**src/include/rdcr_pkg.sv**
```systemverilog
// rdcr_pkg: shared constants and carrier types for the redriver register bank.
// assumes: one 100 MHz clock domain; the bus side is a two-wire serial target.
package rdcr_pkg;

    // strap levels, 3-bit code per strap pin (0..4, 4 = floating)
    localparam logic [2:0] LEVEL_FLOAT = 3'h4;
    localparam logic [6:0] ADDR_BASE = 7'h18;
    localparam logic [6:0] ADDR_HIGH_STEP = 7'h08;
    localparam logic [6:0] ADDR_LOW_STEP = 7'h02;

    // address windows, upper three bits of the register pointer
    localparam logic [2:0] WIN_BCAST_ALL = 3'h4;
    localparam logic [2:0] WIN_BCAST_LO = 3'h5;
    localparam logic [2:0] WIN_BCAST_HI = 3'h6;
    localparam logic [2:0] WIN_SHARED = 3'h7;
    localparam int NUM_CHAN = 4;

    // channel offsets
    localparam logic [4:0] OFF_BOOST = 5'h01;
    localparam logic [4:0] OFF_PROFILE = 5'h03;
    localparam logic [4:0] OFF_TEST = 5'h04;
    localparam int TEST_DIS_BIT = 2;
    localparam logic [2:0] FLAT_GAIN_RST = 3'h5;

    // shared registers
    localparam logic [7:0] REG_GENERAL = 8'he2;
    localparam logic [7:0] REG_LOAD_STATUS = 8'he3;
    localparam logic [7:0] REG_PART_LOW = 8'hf0;
    localparam logic [7:0] REG_PART_MAIN = 8'hf1;
    localparam int GEN_REGS_RST_BIT = 6;
    localparam int GEN_PRIMARY_RST_BIT = 5;
    localparam int GEN_FORCE_LOAD_BIT = 0;

    // identification, values arbitrary
    localparam logic [2:0] PART_CODE_LOW = 3'h5;
    localparam logic [7:0] PART_CODE_MAIN = 8'h5a;

    localparam logic [3:0] BIT_CNT_BYTE = 4'h8;

    typedef struct packed {
        logic first_boost_bypass;
        logic [3:0] first_boost_level;
        logic [2:0] second_boost_level;
        logic [3:0] midband_profile;
        logic [2:0] flat_gain;
        logic factory_test_disable;
    } rdcr_chan_cfg_t;

    typedef struct packed {
        logic complete;
        logic failed;
        logic [1:0] attempts;
    } rdcr_load_stat_t;

    typedef enum logic [3:0] {
        ST_IDLE = 4'b0000,
        ST_ADDR = 4'b0001,
        ST_ADDR_ACK = 4'b0010,
        ST_REG = 4'b0011,
        ST_REG_ACK = 4'b0100,
        ST_WDATA = 4'b0101,
        ST_WDATA_ACK = 4'b0110,
        ST_RDATA = 4'b0111,
        ST_RDATA_ACK = 4'b1000
    } rdcr_state_t;

endpackage

```
**src/design/rdcr_strap_decode.sv**
```systemverilog
// rdcr_strap_decode: syncs the two address straps and latches the target address.
// assumes: strap levels are static codes 0..4; latched on the first cycle after reset.
`timescale 1ns/100ps
`default_nettype none
module rdcr_strap_decode
(
    // clock and reset
    input wire logic clk_i,
    input wire logic reset_i,
    // straps
    input wire logic [2:0] addr_strap_high_i,
    input wire logic [2:0] addr_strap_low_i,
    // decoded address
    output logic [6:0] own_addr_o,
    output logic addr_valid_o
);
    import rdcr_pkg::*;

    logic [5:0] strap_q1;
    logic [5:0] strap_q2;
    logic captured;

    always_ff @(posedge clk_i)
    begin
        strap_q1 <= {addr_strap_high_i, addr_strap_low_i};
        strap_q2 <= strap_q1;
    end

    // caught once after release, so straps never disturb a live address
    always_ff @(posedge clk_i)
    begin
        if (reset_i)
        begin
            captured <= 1'b0;
            own_addr_o <= 7'h00;
            addr_valid_o <= 1'b0;
        end
        else if (!captured)
        begin
            captured <= 1'b1;
            own_addr_o <= ADDR_BASE + ADDR_HIGH_STEP * {4'h0, strap_q2[5:3]}
                + ADDR_LOW_STEP * {4'h0, strap_q2[2:0]};
            addr_valid_o <= (strap_q2[2:0] < LEVEL_FLOAT) && (strap_q2[5:3] < LEVEL_FLOAT);
        end
    end
endmodule
`default_nettype wire

```
**src/design/rdcr_channel_regs.sv**
```systemverilog
// rdcr_channel_regs: one channel's configuration set and its read mux.
// assumes: the caller resolves broadcast windows into per-channel write enables.
`timescale 1ns/100ps
`default_nettype none
module rdcr_channel_regs
(
    // clock and reset
    input wire logic clk_i,
    input wire logic reset_i,
    // register access
    input wire logic wr_en_i,
    input wire logic [4:0] offset_i,
    input wire logic [7:0] wdata_i,
    output logic [7:0] rdata_o,
    // configuration
    output rdcr_pkg::rdcr_chan_cfg_t cfg_o
);
    import rdcr_pkg::*;

    always_ff @(posedge clk_i)
    begin
        if (reset_i)
        begin
            cfg_o <= '0;
            cfg_o.flat_gain <= FLAT_GAIN_RST;
        end
        else if (wr_en_i)
        begin
            unique case (offset_i)
                OFF_BOOST:
                begin
                    {cfg_o.first_boost_bypass, cfg_o.first_boost_level, cfg_o.second_boost_level} <= wdata_i;
                end
                OFF_PROFILE:
                begin
                    {cfg_o.midband_profile, cfg_o.flat_gain} <= wdata_i[6:0];
                end
                OFF_TEST:
                begin
                    cfg_o.factory_test_disable <= wdata_i[TEST_DIS_BIT];
                end
                default:
                begin
                end
            endcase
        end
    end

    always_comb
    begin
        rdata_o = 8'h00;
        unique case (offset_i)
            OFF_BOOST: rdata_o = {cfg_o.first_boost_bypass, cfg_o.first_boost_level, cfg_o.second_boost_level};
            OFF_PROFILE: rdata_o = {1'b0, cfg_o.midband_profile, cfg_o.flat_gain};
            OFF_TEST: rdata_o[TEST_DIS_BIT] = cfg_o.factory_test_disable;
            default: rdata_o = 8'h00;
        endcase
    end
endmodule
`default_nettype wire

```
**src/design/rdcr_register_bank.sv**
```systemverilog
// rdcr_register_bank: two-wire serial target and the redriver's register map.
// assumes: load sequencer and primary engine live outside and use the pulses here.
// Function
// - answer on the address given by the two five-level straps; float on either strap is reserved
// - shared registers reachable at any time regardless of channel state
// - four identical channel sets, written singly or by broadcast
// - channel sets start at 0x00, 0x20, 0x40, 0x60 plus offset
// - window 0x80 writes all four channels, reads channel 0
// - window 0xA0 writes channels 0 and 1, reads channel 0
// - window 0xC0 writes channels 2 and 3, reads channel 2
// - window 0xE0 holds the shared registers
// - 0xE2 bit 6 resets all bus registers, bit 5 resets primary; both self-clear
// - 0xE2 bit 0 forces a configuration load and self-clears
// - 0xE3 high nibble: complete, failed, two-bit attempt count
// - 0xE3 low nibble: same layout for the second load
// - fixed read-only part codes at 0xF0 bits 3:1 and 0xF1
// - offset 0x01 holds bypass, four-bit first boost, three-bit second boost
// - offset 0x03 holds midband profile and flat gain, gain resets to 101
// - offset 0x04 bit 2 resets to 0 (test on); write 1 for normal use
// - bus clock at most 400 kHz
`timescale 1ns/100ps
`default_nettype none
module rdcr_register_bank
(
    // clock and reset
    input wire logic clk_i,
    input wire logic reset_i,
    // address straps
    input wire logic [2:0] addr_strap_high_i,
    input wire logic [2:0] addr_strap_low_i,
    // serial bus pins, data is open drain
    input wire logic scl_i,
    input wire logic sda_i,
    output logic sda_o,
    output logic sda_oe_o,
    // configuration load status from the sequencer
    input wire rdcr_pkg::rdcr_load_stat_t load_stat_first_i,
    input wire rdcr_pkg::rdcr_load_stat_t load_stat_second_i,
    // control pulses
    output logic load_start_o,
    output logic primary_reset_o,
    // channel configuration
    output wire rdcr_pkg::rdcr_chan_cfg_t [3:0] chan_cfg_o
);
    import rdcr_pkg::*;

    ////////////////////////////////////////////////////////////////////////////
    // decode helpers

    function automatic logic [3:0] write_mask(input logic [2:0] win);
        unique case (win)
            3'h0: write_mask = 4'b0001;
            3'h1: write_mask = 4'b0010;
            3'h2: write_mask = 4'b0100;
            3'h3: write_mask = 4'b1000;
            WIN_BCAST_ALL: write_mask = 4'b1111;
            WIN_BCAST_LO: write_mask = 4'b0011;
            WIN_BCAST_HI: write_mask = 4'b1100;
            WIN_SHARED: write_mask = 4'b0000;
        endcase
    endfunction

    function automatic logic [1:0] read_chan(input logic [2:0] win);
        unique case (win)
            3'h0: read_chan = 2'h0;
            3'h1: read_chan = 2'h1;
            3'h2: read_chan = 2'h2;
            3'h3: read_chan = 2'h3;
            WIN_BCAST_ALL: read_chan = 2'h0;
            WIN_BCAST_LO: read_chan = 2'h0;
            WIN_BCAST_HI: read_chan = 2'h2;
            WIN_SHARED: read_chan = 2'h0;
        endcase
    endfunction

    function automatic logic [7:0] boost_byte(input rdcr_chan_cfg_t c);
        boost_byte = {c.first_boost_bypass, c.first_boost_level, c.second_boost_level};
    endfunction

    ////////////////////////////////////////////////////////////////////////////
    // pin synchronisers and edge detection

    logic scl_q1;
    logic scl_q2;
    logic scl_q3;
    logic sda_q1;
    logic sda_q2;
    logic sda_q3;
    logic scl_rise;
    logic scl_fall;
    logic bus_start;
    logic bus_stop;

    // 100 MHz oversamples a 400 kHz bus many times over, so three cycles of lag is harmless
    always_ff @(posedge clk_i)
    begin
        if (reset_i)
        begin
            {scl_q1, scl_q2, scl_q3} <= 3'b111;
            {sda_q1, sda_q2, sda_q3} <= 3'b111;
        end
        else
        begin
            {scl_q1, scl_q2, scl_q3} <= {scl_i, scl_q1, scl_q2};
            {sda_q1, sda_q2, sda_q3} <= {sda_i, sda_q1, sda_q2};
        end
    end

    assign scl_rise = scl_q2 && !scl_q3;
    assign scl_fall = !scl_q2 && scl_q3;
    assign bus_start = scl_q2 && scl_q3 && !sda_q2 && sda_q3;
    assign bus_stop = scl_q2 && scl_q3 && sda_q2 && !sda_q3;

    ////////////////////////////////////////////////////////////////////////////
    // own address

    logic [6:0] own_addr;
    logic addr_valid;

    rdcr_strap_decode u_strap
    (
        .clk_i(clk_i),
        .reset_i(reset_i),
        .addr_strap_high_i(addr_strap_high_i),
        .addr_strap_low_i(addr_strap_low_i),
        .own_addr_o(own_addr),
        .addr_valid_o(addr_valid)
    );

    ////////////////////////////////////////////////////////////////////////////
    // serial target

    rdcr_state_t state;
    logic [3:0] bit_cnt;
    logic [7:0] rx;
    logic [7:0] tx;
    logic [7:0] ptr;
    logic rw;
    logic nack;
    logic wr_en;
    logic [7:0] rd_byte;
    logic [7:0] next_ptr;

    assign next_ptr = ptr + 8'h01;

    always_ff @(posedge clk_i)
    begin
        if (reset_i)
        begin
            state <= ST_IDLE;
            bit_cnt <= 4'h0;
            rx <= 8'h00;
            tx <= 8'h00;
            ptr <= 8'h00;
            rw <= 1'b0;
            nack <= 1'b0;
            wr_en <= 1'b0;
            sda_oe_o <= 1'b0;
            sda_o <= 1'b0;
        end
        else
        begin
            wr_en <= 1'b0;
            sda_o <= 1'b0;
            if (bus_start)
            begin
                state <= ST_ADDR;
                bit_cnt <= 4'h0;
                sda_oe_o <= 1'b0;
            end
            else if (bus_stop)
            begin
                state <= ST_IDLE;
                sda_oe_o <= 1'b0;
            end
            else if (scl_rise)
            begin
                unique case (state)
                    ST_ADDR, ST_REG, ST_WDATA:
                    begin
                        rx <= {rx[6:0], sda_q2};
                        bit_cnt <= bit_cnt + 4'h1;
                    end
                    ST_RDATA: bit_cnt <= bit_cnt + 4'h1;
                    ST_RDATA_ACK: nack <= sda_q2;
                    default:
                    begin
                    end
                endcase
            end
            else if (scl_fall)
            begin
                unique case (state)
                    ST_IDLE:
                    begin
                    end
                    ST_ADDR:
                    begin
                        if (bit_cnt == BIT_CNT_BYTE)
                        begin
                            if (addr_valid && rx[7:1] == own_addr)
                            begin
                                sda_oe_o <= 1'b1;
                                rw <= rx[0];
                                state <= ST_ADDR_ACK;
                            end
                            else
                            begin
                                state <= ST_IDLE;
                            end
                        end
                    end
                    ST_ADDR_ACK:
                    begin
                        bit_cnt <= 4'h0;
                        if (rw)
                        begin
                            tx <= {rd_byte[6:0], 1'b0};
                            sda_oe_o <= !rd_byte[7];
                            state <= ST_RDATA;
                        end
                        else
                        begin
                            sda_oe_o <= 1'b0;
                            state <= ST_REG;
                        end
                    end
                    ST_REG:
                    begin
                        if (bit_cnt == BIT_CNT_BYTE)
                        begin
                            ptr <= rx;
                            sda_oe_o <= 1'b1;
                            state <= ST_REG_ACK;
                        end
                    end
                    ST_REG_ACK, ST_WDATA_ACK:
                    begin
                        sda_oe_o <= 1'b0;
                        bit_cnt <= 4'h0;
                        state <= ST_WDATA;
                    end
                    ST_WDATA:
                    begin
                        if (bit_cnt == BIT_CNT_BYTE)
                        begin
                            wr_en <= 1'b1;
                            sda_oe_o <= 1'b1;
                            state <= ST_WDATA_ACK;
                        end
                    end
                    ST_RDATA:
                    begin
                        if (bit_cnt == BIT_CNT_BYTE)
                        begin
                            sda_oe_o <= 1'b0;
                            state <= ST_RDATA_ACK;
                        end
                        else
                        begin
                            sda_oe_o <= !tx[7];
                            tx <= {tx[6:0], 1'b0};
                        end
                    end
                    ST_RDATA_ACK:
                    begin
                        state <= nack ? ST_IDLE : ST_RDATA;
                        bit_cnt <= 4'h0;
                        ptr <= nack ? ptr : next_ptr;
                        tx <= {rd_byte[6:0], 1'b0};
                        sda_oe_o <= !nack && !rd_byte[7];
                    end
                endcase
            end
            else if (wr_en)
            begin
                ptr <= next_ptr;
            end
        end
    end

    // the next byte of a read burst is fetched at the pointer after the increment
    logic [7:0] read_addr;
    assign read_addr = (state == ST_RDATA_ACK) ? next_ptr : ptr;

    ////////////////////////////////////////////////////////////////////////////
    // channel sets

    logic soft_rst;
    logic [3:0] chan_wr;
    logic [7:0] chan_rdata [NUM_CHAN];

    assign chan_wr = wr_en ? write_mask(ptr[7:5]) : 4'h0;

    generate
        for (genvar g = 0; g < NUM_CHAN; g++)
        begin : g_chan
            rdcr_channel_regs u_chan
            (
                .clk_i(clk_i),
                .reset_i(reset_i || soft_rst),
                .wr_en_i(chan_wr[g]),
                .offset_i(read_addr[4:0]),
                .wdata_i(rx),
                .rdata_o(chan_rdata[g]),
                .cfg_o(chan_cfg_o[g])
            );
        end
    endgenerate

    ////////////////////////////////////////////////////////////////////////////
    // shared registers

    // self-clearing bits live one cycle, the pulse itself is the readback
    always_ff @(posedge clk_i)
    begin
        if (reset_i || soft_rst)
        begin
            soft_rst <= 1'b0;
            primary_reset_o <= 1'b0;
            load_start_o <= 1'b0;
        end
        else
        begin
            soft_rst <= wr_en && ptr == REG_GENERAL && rx[GEN_REGS_RST_BIT];
            primary_reset_o <= wr_en && ptr == REG_GENERAL && rx[GEN_PRIMARY_RST_BIT];
            load_start_o <= wr_en && ptr == REG_GENERAL && rx[GEN_FORCE_LOAD_BIT];
        end
    end

    always_comb
    begin
        rd_byte = 8'h00;
        if (read_addr[7:5] != WIN_SHARED)
        begin
            rd_byte = chan_rdata[read_chan(read_addr[7:5])];
        end
        else
        begin
            unique case (read_addr)
                REG_GENERAL: rd_byte = {1'b0, soft_rst, primary_reset_o, 4'h0, load_start_o};
                REG_LOAD_STATUS: rd_byte = {load_stat_first_i, load_stat_second_i};
                REG_PART_LOW: rd_byte = {4'h0, PART_CODE_LOW, 1'b0};
                REG_PART_MAIN: rd_byte = PART_CODE_MAIN;
                default: rd_byte = 8'h00;
            endcase
        end
    end

    ////////////////////////////////////////////////////////////////////////////
    // checks

    addr_ack_a: assert property (@(posedge clk_i) disable iff (reset_i)
        (state == ST_ADDR && scl_fall && !bus_start && !bus_stop && bit_cnt == BIT_CNT_BYTE
         && addr_valid && rx[7:1] == own_addr) |=> (sda_oe_o && state == ST_ADDR_ACK))
        else $error("own address not acknowledged");

    soft_reset_a: assert property (@(posedge clk_i) disable iff (reset_i)
        soft_rst |=> (chan_cfg_o[0].flat_gain == FLAT_GAIN_RST && chan_cfg_o[3] == chan_cfg_o[0]
                      && !chan_cfg_o[1].factory_test_disable))
        else $error("register reset left a channel dirty");

    self_clear_a: assert property (@(posedge clk_i) disable iff (reset_i)
        (soft_rst || primary_reset_o || load_start_o) |=> ##1 !(soft_rst || primary_reset_o || load_start_o))
        else $error("self-clearing bit stuck");

    force_load_a: assert property (@(posedge clk_i) disable iff (reset_i)
        (wr_en && ptr == REG_GENERAL && rx[GEN_FORCE_LOAD_BIT]) |=> load_start_o ##1 !load_start_o)
        else $error("forced load not launched as one pulse");

    bcast_all_a: assert property (@(posedge clk_i) disable iff (reset_i)
        (wr_en && ptr == {WIN_BCAST_ALL, OFF_BOOST}) |=>
        (boost_byte(chan_cfg_o[0]) == $past(rx) && boost_byte(chan_cfg_o[1]) == $past(rx)
         && boost_byte(chan_cfg_o[2]) == $past(rx) && boost_byte(chan_cfg_o[3]) == $past(rx)))
        else $error("broadcast did not reach all channels");

    pair_write_a: assert property (@(posedge clk_i) disable iff (reset_i)
        (wr_en && ptr == {WIN_BCAST_LO, OFF_PROFILE} && !soft_rst) |=>
        ($stable(chan_cfg_o[2]) && $stable(chan_cfg_o[3])
         && {chan_cfg_o[0].midband_profile, chan_cfg_o[0].flat_gain} == $past(rx[6:0])
         && {chan_cfg_o[1].midband_profile, chan_cfg_o[1].flat_gain} == $past(rx[6:0])))
        else $error("pair broadcast hit the wrong channels");

    upper_read_a: assert property (@(posedge clk_i) disable iff (reset_i)
        (read_addr == {WIN_BCAST_HI, OFF_BOOST}) |-> rd_byte == boost_byte(chan_cfg_o[2]))
        else $error("upper pair read not from channel 2");

    status_read_a: assert property (@(posedge clk_i) disable iff (reset_i)
        (read_addr == REG_LOAD_STATUS) |-> rd_byte == {load_stat_first_i, load_stat_second_i})
        else $error("load status misplaced");

    part_code_a: assert property (@(posedge clk_i) disable iff (reset_i)
        (read_addr == REG_PART_MAIN) |-> rd_byte == PART_CODE_MAIN)
        else $error("part code wrong");

    unused_read_a: assert property (@(posedge clk_i) disable iff (reset_i)
        (read_addr[4:0] == 5'h00 && read_addr[7:5] != WIN_SHARED) |-> rd_byte == 8'h00)
        else $error("unused offset reads nonzero");
endmodule
`default_nettype wire

```
**config.mk**
```make
export PLATFORM = sky130hd
export DESIGN_NAME = rdcr_register_bank
export DESIGN_NICKNAME = d
export VERILOG_FILES = /design/src/include/rdcr_pkg.sv /design/src/design/rdcr_strap_decode.sv /design/src/design/rdcr_channel_regs.sv /design/src/design/rdcr_register_bank.sv
export SDC_FILE = /design/constraint.sdc
export NUM_CORES = 1
export LEC_CHECK = 0
export BUFFER_PORTS_ARGS = -buffer_cell sky130_fd_sc_hd__buf_4
export CORE_ASPECT_RATIO = 2
export CORE_MARGIN = 3
export CORE_UTILIZATION = 37
export DETAILED_ROUTE_END_ITERATION = 8
export GPL_TIMING_DRIVEN = 0
export PLACE_DENSITY = 0.66
export SYNTH_ARGS = -nofsm -noshare
export SYNTH_HDL_FRONTEND = slang
export SYNTH_SLANG_ARGS = --single-unit
```
**constraint.sdc**
```tcl
create_clock -name clk_i -period 4.12 [get_ports clk_i]
set_clock_uncertainty 0.1 [all_clocks]
set_input_delay 0.412 -clock clk_i [delete_from_list [all_inputs] [get_ports clk_i]]
set_output_delay 0.412 -clock clk_i [all_outputs]
set_load 0.03 [all_outputs]
```
# ---- Word-level counts from Yosys, hierarchy flattened
# Memory sizes are Yosys's and may differ from the RTL's. A register that Yosys moved wholly into a read port is not among the register bits.
# Cells that the tools add are included.
dict set report totals {
  n_memories 2
  output_inout_bits 68
  in_bits 18
  mem_bits_ro 48
  word_cells 212
  regBits 130
}
dict set report classes {
  magnitude_cmp 3
  mux 54
  n_eq_ne 36
  reduce_logical 59
  n_addsub 4
  bitwise 6
}
# memory words word_bits rd rd_clocked_by_memory_dff wr line
set mem_list {}
lappend mem_list {{(name not given)} 8 4 1 1 0 rdcr_register_bank.sv:51} ;# unique case (win)
lappend mem_list {{(name not given)} 8 2 1 0 0 rdcr_register_bank.sv:64} ;# unique case (win)
# op count
set op_table {}
lappend op_table {{$mux 8} 10}
lappend op_table {{$eq 8x8->1 const B} 5}
lappend op_table {{$pmux 5 s2} 4}
lappend op_table {{$mux 4} 9}
lappend op_table {{$reduce_and 7->1} 5}
lappend op_table {{$pmux 8 s4} 1}
lappend op_table {{$pmux 4 s7} 1}
lappend op_table {{$pmux 8 s3} 1}
lappend op_table {{$reduce_and 2->1} 12}
lappend op_table {{$bmux 8 s2} 1}
lappend op_table {{$eq 4x3->1 const B} 4}
lappend op_table {{$ne 2x2->1 const B} 8}
lappend op_table {{$ne 4x4->1 const B} 4}
lappend op_table {{$pmux 2 s2} 4}
lappend op_table {{$pmux 8 s2} 1}
lappend op_table {{$logic_and 1x1->1} 14}
lappend op_table {{$mux 3} 4}
lappend op_table {{$pmux 1 s3} 4}
lappend op_table {{$reduce_and 4->1} 3}
lappend op_table {{$mux 1} 11}
lappend op_table {{$ne 3x3->1 const B} 3}
lappend op_table {{$reduce_bool 9->1} 1}
lappend op_table {{$add 8x1->8 const B} 1}
lappend op_table {{$eq 4x2->1 const B} 2}
lappend op_table {{28 further kinds} 49}

# ---- Depth between registers and ports, before layout
# Gate-level depths: netlist of run 1.
dict set report depth {
  ltp_word 12
  depth_mapped 11
  depth_no_buf 9
}

# ---- Hierarchy
# From an unflattened synthesis of run 1, not the netlist that was laid out.
dict set report hier_totals {
  cells_unflattened 800
  area_unflattened_um2 7272.0
}
# module n_inst area_each_um2 cells_each
set modules_own_cells {}
lappend modules_own_cells {rdcr_channel_regs 4 839.6 81}
lappend modules_own_cells {rdcr_register_bank 1 3305.7 424}
lappend modules_own_cells {rdcr_strap_decode 1 608.1 52}

# ---- Least setup slack after synthesis of run 1
# No wires, ideal clock.
dict set report synth_timing {
  path_kind {register -> register}
  startpoint {register state[0]}
  endpoint {register tx[6]}
  t_arrival_ns 2.735
  setup_ns 0.130
  required_time_ns 3.890
  synth_period_minus_slack_ns 2.964
  stages_incl_launch_ff 9
  path_slack_ns 1.156
  path_cell_list {dfxtp_1 buf_6 or4b_1 buf_2 or4_4 a221oi_4 mux2_2 a211oi_1 nor4_2}
}
dict set report synth_between {
  elab_chain_cells 11
  word_cells_on_any_way 29
}
# element line
set synth_lines {}
lappend synth_lines {{start: declaration} rdcr_register_bank.sv:133} ;# rdcr_state_t state;
lappend synth_lines {{start signal: assignment} rdcr_register_bank.sv:267} ;# state <= nack ? ST_IDLE : ST_RDATA;
lappend synth_lines {{$eq 4x4->1} {rdcr_register_bank.sv:193, rdcr_register_bank.sv:284}}
lappend synth_lines {{$mux 8} rdcr_register_bank.sv:284} ;# assign read_addr = (state == ST_RDATA_ACK) ? next_ptr : ptr;
lappend synth_lines {{$mem_v2 8x2} --}
lappend synth_lines {{$mux 2} rdcr_register_bank.sv:334} ;# if (read_addr[7:5] != WIN_SHARED)
lappend synth_lines {{$not 2->3 (not written as such)} rdcr_register_bank.sv:336} ;# rd_byte = chan_rdata[read_chan(read_addr[7:5])];
lappend synth_lines {{$bmux 8 s2} rdcr_register_bank.sv:336}
lappend synth_lines {{$mux 8 (not written as such) (2 in series)} rdcr_register_bank.sv:336}
lappend synth_lines {{$mux 8} rdcr_register_bank.sv:334}
lappend synth_lines {{$mux 8} rdcr_register_bank.sv:216} ;# if (rw)
lappend synth_lines {{$pmux 8 s3} rdcr_register_bank.sv:193} ;# unique case (state)
lappend synth_lines {{end signal: assignment} rdcr_register_bank.sv:218} ;# tx <= {rd_byte[6:0], 1'b0};
lappend synth_lines {{end signal: assignment} rdcr_register_bank.sv:262} ;# tx <= {tx[6:0], 1'b0};
lappend synth_lines {{end signal: assignment} rdcr_register_bank.sv:270} ;# tx <= {rd_byte[6:0], 1'b0};
lappend synth_lines {{end: declaration} rdcr_register_bank.sv:136} ;# logic [7:0] tx;
# Several ways; a longest one is shown, not always the timed one. The select of a mux whose other input is x is not followed.
# A chain may end at the register's enable or synchronous reset.

# ---- Final worst setup path of run 1
dict set report layout_timing {
  startpoint {register ptr[0]}
  endpoint {register tx[6]}
}
dict set report layout_between {
  elab_chain_cells 11
  word_cells_on_any_way 23
}
# element line
set layout_lines {}
lappend layout_lines {{start: declaration} rdcr_register_bank.sv:137} ;# logic [7:0] ptr;
lappend layout_lines {{start signal: assignment} rdcr_register_bank.sv:232} ;# ptr <= rx;
lappend layout_lines {{start signal: assignment} rdcr_register_bank.sv:269} ;# ptr <= nack ? ptr : next_ptr;
lappend layout_lines {{start signal: assignment} rdcr_register_bank.sv:277} ;# ptr <= next_ptr;
lappend layout_lines {{$add 8x1->8} rdcr_register_bank.sv:144} ;# assign next_ptr = ptr + 8'h01;
lappend layout_lines {{$mux 8 (*)} rdcr_register_bank.sv:284}
lappend layout_lines {{$mem_v2 8x2} --}
lappend layout_lines {{$mux 2} rdcr_register_bank.sv:334}
lappend layout_lines {{$not 2->3 (not written as such)} rdcr_register_bank.sv:336}
lappend layout_lines {{$bmux 8 s2} rdcr_register_bank.sv:336}
lappend layout_lines {{$mux 8 (not written as such) (2 in series)} rdcr_register_bank.sv:336}
lappend layout_lines {{$mux 8 (*)} rdcr_register_bank.sv:334}
lappend layout_lines {{$mux 8} rdcr_register_bank.sv:216}
lappend layout_lines {{$pmux 8 s3 (*)} rdcr_register_bank.sv:193}
# Mark *: on every way between the ends. The rest lies on a longest branch, timed or not. The select of a mux whose other input is x is not followed.

==> results of run 1 <==
layout make-up:
type | instances | area, um2 | area share, %
buffer | 54 | 220 | 2.74
clock buffer | 17 | 425 | 5.30
multi-input combinational | 607 | 3550 | 44.2
clock inverter | 15 | 181 | 2.26
inverter | 18 | 67.6 | 0.841
timing repair buffer | 90 | 691 | 8.60
sequential | 132 | 2640 | 32.9
tap | 207 | 259 | 3.22
how the worst max path moves through the flow:
stage                               start                                     end  slack [ns]  depth (start not counted)
floorplan           state[0]$_SDFFE_PP0P_                      tx[6]$_SDFFE_PP0P_        1.16                          8
global placement      ptr[0]$_SDFFE_PP0P_                      tx[6]$_SDFFE_PP0P_        0.47                          9
detailed placement    ptr[0]$_SDFFE_PP0P_                      tx[6]$_SDFFE_PP0P_        0.48                          9
CTS                   ptr[0]$_SDFFE_PP0P_                      tx[6]$_SDFFE_PP0P_        0.47                          9
global route        state[0]$_SDFFE_PP0P_  g_chan[2].u_chan.cfg_o[1]$_SDFFE_PP1P_        0.14                          9
finish                ptr[0]$_SDFFE_PP0P_                      tx[6]$_SDFFE_PP0P_        0.40                          9
registers in the layout (all words and copies together) (netlist names), 4 cells and up, named ones only:
| signal | count |
|---|---|
| g_chan.u_chan.cfg_o | 64 |
| ptr | 8 |
| rx | 8 |
| tx | 7 |
| u_strap.own_addr_o | 6 |
| u_strap.strap_q1 | 6 |
| u_strap.strap_q2 | 6 |
| bit_cnt | 4 |
| state | 4 |
per-stage QoR:
step	power [W]	util, %
floorplan	0.00138	-
global placement	0.00142	43.5
detailed placement	0.00142	43.5
CTS	0.00298	47.4
global route	0.00304	47.4
finish	0.00297	47.4
cells by family (layout without fill, tap and decap cells):
group           count (synthesis)  count (layout)  share of synthesized area, %
simple gates                  330             330                          23.6
compound gates                213             213                          20.0
flops                         132             132                          40.8
buf+inv                        72             194                          4.44
mux                            41              41                          7.38
fa+ha+maj                      11              11                          2.24
xor+xnor                       11              11                          1.49
other cells                     1               1                        0.0579
power groups by stage:
| stage | registers [W] | clock network (W) | logic (W) |
|---|---|---|---|
| floorplan | 0.00132 | 0 | 0.0000586 |
| global placement | 0.00133 | 0 | 0.0000946 |
| detailed placement | 0.00133 | 0 | 0.0000947 |
| CTS | 0.00130 | 0.00158 | 0.0000998 |
| global route | 0.00130 | 0.00163 | 0.000111 |
| finish | 0.00130 | 0.00157 | 0.000101 |
what timing repair did:
| item | in CTS | in global routing |
|---|---|---|
| hold buffers | 6 | 0 |
| hold endpoints to repair | 6 | 0 |
| buffers inserted | 0 | 0 |
critical path: cells and delay by family, from the launching register on:
family | cells | cell delay, ns
AO/OA/AOI/OAI | 3 | 1.03
AND/OR/NAND/NOR | 3 | 1.00
multiplexers | 1 | 0.46
flip-flops | 1 | 0.43
buffers and inverters | 1 | 0.36
adder cells (fa/ha/maj) | 1 | 0.20
cell usage in the layout (no fill, tap or decap), types with 10 or more instances in the layout:
cell type  instances
nor2_1            65
a21oi_1           84
nand2_1          145
nor3_1            13
o21ai_0           60
clkbuf_1          46
dfxtp_1          132
mux2i_1           32
inv_1             18
ha_1              10
buf_4             85
clkbuf_16         17
nand3_1           39
layer usage:
| metal | GRT usage [%] | vias to the layer above | wire [um] |
|---|---|---|---|
| li1 | - | 3074 | - |
| met1 | 23.1 | 3035 | 7700 |
| met2 | 44.2 | 310 | 12000 |
| met3 | 5.01 | 126 | 1250 |
| met4 | 23.2 | 0 | 2380 |
| met5 | 0 | - | 0 |
==> summary.md, run 1 <==
| Metric | Value |
|---|---|
| DR iter-0 viols | 484 |
| Final hold violations | 0 |
| Chip Height | 193 um |
| First-pass GRT wire length | 36000 um |
| Clock buffer depth | 2 |
| Yosys synthesis warning count | 0 |
| Worst-path fanout max | 10 |
| Worst Hold End | scl_q1$_SDFF_PP1_ |
| Worst r2r path cells | 9 |
| Seq/Total Area, Yosys | 40.8% |
| Sw Ratio | 23.0% |
| RSZ-0062 raised after global routing | no |
| Final Wtd Congestion | 0.963 |
| Final hold slack | 0.0588 ns |
| Final-report max-slew violation count | 0 |
| CP endpoint kind | register |
| Drt first pass iters | 7 |
| Sequential power share | 43.8% |
| Floorplan row count | 67 |
| Mapped Avg Cell Area | 7.99 um2 |
| Clock Power Share | 52.9% |
| CTS sink cnt | 132 |
| P_sw | 0.000683 W |
| Count leader, synth | nand2_1 |
| CTS tree | yes |
| Fmax | 0.269 GHz |
| Post-synthesis cell count | 811 |
| Dpl cells | 1102 |
| P_leak | 3.09 nW |
| Clk_lat worst skew | 0.44 ns |
| Slowest stage cell, crit path | a221oi_4 |
| Hold path depth | 2 |
| Die ar. | 19200 um2 |
| Internal | 0.00228 W |
| Setup total negative slack | 0 ns |
| Dpl ws | 0.483 ns |
| Crit path DAT | 3.92 ns |
| HPWL reported at the end of detailed placement | 17800 um |
| Fillers | 1726 |
| DIE WIDTH | 99.6 um |
| Area of the core | 16900 um2 |
| GRT Resource Usage Total | 24.8% |
| Prevailing post-synth register cell | dfxtp_1 |
| Startpoint Class | register |
| Clock-pin slew on the worst setup and hold paths | 0.06 ns |
| IO Count | 86 |
| Peak VDD IR | 0.363 mV |
| Dominant cell type by area after synthesis | dfxtp_1 |
| Yosys cell types | 72 |
| Grt total ovfl | 0 |
| Max-Cap Viols | 0 |
| Num CTS Buffers | 17 |
| Worst hold path type | input port to register |
| Synthesized flop and latch total | 132 |
| Min cycle time layout | 3.72 ns |
| Initial core utilization | 38.3% |
| Drt wl/cell | 20.5 um |
| # setup viols final | 0 |
| FF-to-FF End | tx[6]$_SDFFE_PP0P_ |
| Asr flop ratio synth | 0% |
| Number of flops mapped to enable cells by yosys | 0 |
| Status | finished clean |
| Placed Area | 7370 um2 |
| Routed vias | 6545 |
| Routed Antenna Nets | 0 |
| Finished layout cell area | 8030 um2 |
| Critical Path Max Stage Delay | 0.61 ns |
| Reg2reg setup slack | 0.40 ns |
| Worst EP required | 4.32 ns |
| H-tree level count | 4 |
| Pin count of the biggest net entering global routing | 17 |
| Combinational fraction of design power | 3.4% |
| Buffers on Ports | 84 |
| Synthesis-to-finish area growth | 24.0% |
| Fin cells | 1140 |
| Most frequent cells after synthesis | 145 x nand2_1, 132 x dfxtp_1, 84 x a21oi_1, 65 x nor2_1, 60 x o21ai_0 |
| Cell Area, Synth | 6480 um2 |
| Layout Nets | 949 |
| Worst-Margin Slew | 1.13 ns |
| Layout cells sized above 1 | 16.1% |
| Post-CTS sizing | 0 |
| Vias per cell | 5.74 |
| Area contributors post-synth | dfxtp_1 41%, nand2_1 8.4%, a21oi_1 6.5% |
| Worst r2r src | ptr[0]$_SDFFE_PP0P_ |
| Final WL | 23400 um |
| Hold_sp | scl_i |
| Synth top area share | 40.8% |
| Final WS setup | 0.401 ns |
| CTS root buf | clkbuf_16 |
| Final Cycle Share | 90.3% |
| Worst slew margin | 24.0% |
| Pwr/cell area | 369 nW/um2 |
| Crit Path Class | register to register |
| Net Count, Synth | 840 |
| Worst-path cell chain | ha_1 -> clkbuf_1 -> nand3_1 -> or4_4 -> a221oi_4 -> mux2i_1 -> o21ai_0 -> a211oi_1 -> nor4_2 |
| Vias in the first global route | 6667 |
| Initial antenna violation count | 0 |
| DRC violations left | 0 |
| # diodes | 0 |
Power figures use the tool's default switching activity.
==> inputs of run 2 (changes only) <==
--- a/config.mk
+++ b/config.mk
@@ -7,7 +7,7 @@
 export LEC_CHECK = 0
 export BUFFER_PORTS_ARGS = -buffer_cell sky130_fd_sc_hd__buf_4
 export CORE_ASPECT_RATIO = 2
-export CORE_MARGIN = 3
+export CORE_MARGIN = 2
 export CORE_UTILIZATION = 37
 export DETAILED_ROUTE_END_ITERATION = 8
 export GPL_TIMING_DRIVEN = 0
==> summary.md, run 2 (synthesized netlist as in run 1, its figures left out) <==
| Metric | Value |
|---|---|
| Status | finished clean |
| Max FFs per register | 64 |
| Layout Nets | 949 |
| Initial antenna violation count | 0 |
| Pin count of the biggest net entering global routing | 17 |
| Reg2reg setup slack | 0.24 ns |
| Crit Path Class | register to register |
| Busiest grt layer | met2 |
| Sequential power share | 43.5% |
| CTS root buf | clkbuf_16 |
| Final Cycle Share | 94.2% |
| M3 GR Usage | 3.66% |
| Biggest regs | g_chan.u_chan.cfg_o x64, ptr x8, rx x8 |
| Worst-path cell chain | buf_6 -> or4b_1 -> buf_2 -> a2111oi_0 -> nor3_1 -> nor2_1 -> nand3_1 -> nand2_1 -> nand3_1 |
| GRT Resource Usage Total | 25.0% |
| Max-Cap Viols | 0 |
| HPWL reported at the end of detailed placement | 17900 um |
| Sw Ratio | 22.7% |
| Met1 Resource Use GR | 22.6% |
| Hold path depth | 2 |
| # setup viols final | 0 |
| Final hold slack | 0.0686 ns |
| Worst slew margin | 15.5% |
| Largest Register | g_chan.u_chan.cfg_o |
| CTS sink cnt | 132 |
| IO Count | 86 |
| RSZ-0062 raised after global routing | no |
| # diodes | 0 |
| Routed vias | 6639 |
| H-tree level count | 4 |
| CP endpoint kind | register |
| P_leak | 3.09 nW |
| Routed Antenna Nets | 0 |
| Chip Height | 191 um |
| Worst Hold End | sda_q1$_SDFF_PP1_ |
| # hold bufs at CTS | 6 |
| Global Route met2 Usage | 47.9% |
| Critical Path Max Stage Delay | 0.69 ns |
| Min cycle time layout | 3.88 ns |
| Final hold violations | 0 |
| CTS tree | yes |
| Startpoint Class | register |
| Fmax | 0.258 GHz |
| P_sw | 0.000676 W |
| DR iter-0 viols | 607 |
| Floorplan row count | 68 |
| DIE WIDTH | 97.6 um |
| DRC violations left | 0 |
| Num CTS Buffers | 17 |
| Most frequent cells in the layout | 145 x nand2_1, 132 x dfxtp_1, 85 x buf_4, 84 x a21oi_1, 65 x nor2_1 |
| Layout cells sized above 1 | 16.0% |
| Clock-pin slew on the worst setup and hold paths | 0.06 ns |
| Buffers on Ports | 84 |
| Most Frequent Cell on Critical Path | nand3_1 |
| Setup total negative slack | 0 ns |
| Slowest stage cell, crit path | nor2_1 |
| Drt wl/cell | 20.6 um |
| Worst EP required | 4.29 ns |
| Final-report max-slew violation count | 0 |
| Area of the core | 17200 um2 |
| FF-to-FF End | g_chan[0].u_chan.cfg_o[3]$_SDFFE_PP1P_ |
| Worst-Margin Slew | 1.26 ns |
| Clock buffer depth | 2 |
| Critical path buffer and inverter count | 2 |
| Cell family with most CP delay | simple AND/OR/NAND/NOR gates |
| Die ar. | 18600 um2 |
| Post-CTS Setup Inserts | 0 |
| Internal | 0.00231 W |
| Peak VDD IR | 0.284 mV |
| Clk_lat worst skew | 0.43 ns |
| Worst hold path type | input port to register |
| Drt first pass iters | 6 |
| Initial core utilization | 37.7% |
| Crit path DAT | 4.05 ns |
| Hold_sp | sda_i |
| Pwr/cell area | 371 nW/um2 |
| Worst r2r src | state[0]$_SDFFE_PP0P_ |
| Vias in the first global route | 6417 |
| Clock Power Share | 53.1% |
| Synthesis-to-finish area growth | 24.2% |
| First-pass GRT wire length | 35500 um |
| Grt total ovfl | 0 |
| Post-CTS sizing | 0 |
| Vias per cell | 5.81 |
| Combinational fraction of design power | 3.4% |
| Worst r2r path cells | 9 |
| Worst-path fanout max | 10 |
| Commonest non-fill, non-tap cell in the layout | nand2_1 |
| Final Wtd Congestion | 0.946 |
| Final WL | 23500 um |
run 2: changes by cell type in the layout (fill, tap and decap cells not counted):
cell / change
inv_6: +2
clkbuf_8: +1
clkinv_4: -2
clkbuf_1: +1
clkinv_2: -2
run 2: worst reg2reg max path, cell delays in order (launching register included):
cell and delay [ns]:
dfxtp_1 0.31, buf_6 0.13, or4b_1 0.51, buf_2 0.18, a2111oi_0 0.64, nor3_1 0.32
nor2_1 0.69, nand3_1 0.54, nand2_1 0.20, nand3_1 0.09
run 2: worst max path at each step:
stage | start | end | slack (ns) | cells past startpoint
6_report | state[0]$_SDFFE_PP0P_ | g_chan[0].u_chan.cfg_o[3]$_SDFFE_PP1P_ | 0.24 | 9
5_1_grt | state[0]$_SDFFE_PP0P_ | g_chan[0].u_chan.cfg_o[1]$_SDFFE_PP1P_ | 0.09 | 9
4_1_cts | state[0]$_SDFFE_PP0P_ | g_chan[2].u_chan.cfg_o[1]$_SDFFE_PP1P_ | 0.30 | 9
3_5_place_dp | state[0]$_SDFFE_PP0P_ | g_chan[0].u_chan.cfg_o[1]$_SDFFE_PP1P_ | 0.34 | 9
3_3_place_gp | state[0]$_SDFFE_PP0P_ | g_chan[0].u_chan.cfg_o[1]$_SDFFE_PP1P_ | 0.37 | 9
2_1_floorplan | state[0]$_SDFFE_PP0P_ | tx[6]$_SDFFE_PP0P_ | 1.16 | 8
run 2: stage by stage:
step	setup WS, ns	instances	total power, W	util [%]	cell area [um2]
floorplan	1.16	811	0.00138	-	6480
global placement	0.370	1105	0.00142	42.9	7370
detailed placement	0.335	1105	0.00142	42.9	7370
CTS	0.303	1143	0.00299	46.8	8050
global route	0.0863	1143	0.00306	46.8	8050
finish	0.237	1143	0.00298	46.8	8050
run 2: power groups by stage:
stage | combinational [W] | sequential (W) | clock [W]
finish | 0.000101 | 0.00130 | 0.00158
global route | 0.000110 | 0.00130 | 0.00165
CTS | 0.000100 | 0.00130 | 0.00159
detailed placement | 0.0000952 | 0.00133 | 0
global placement | 0.0000952 | 0.00133 | 0
floorplan | 0.0000586 | 0.00132 | 0
run 2: per-layer routing:
layer / up-vias / routed length (um)
li1: 3087 / -
met1: 3131 / 7670
met2: 313 / 12800
met3: 108 / 1130
met4: 0 / 1990
met5: - / 0
run 2: layout make-up:
cell class	instances	area, um2
clock buffer	19	443
buffer	54	220
inverter	18	67.6
fill	1741	9140
timing repair buffer	90	691
sequential	132	2640
clock inverter	13	171
tap	210	263
multi-input combinational	607	3550
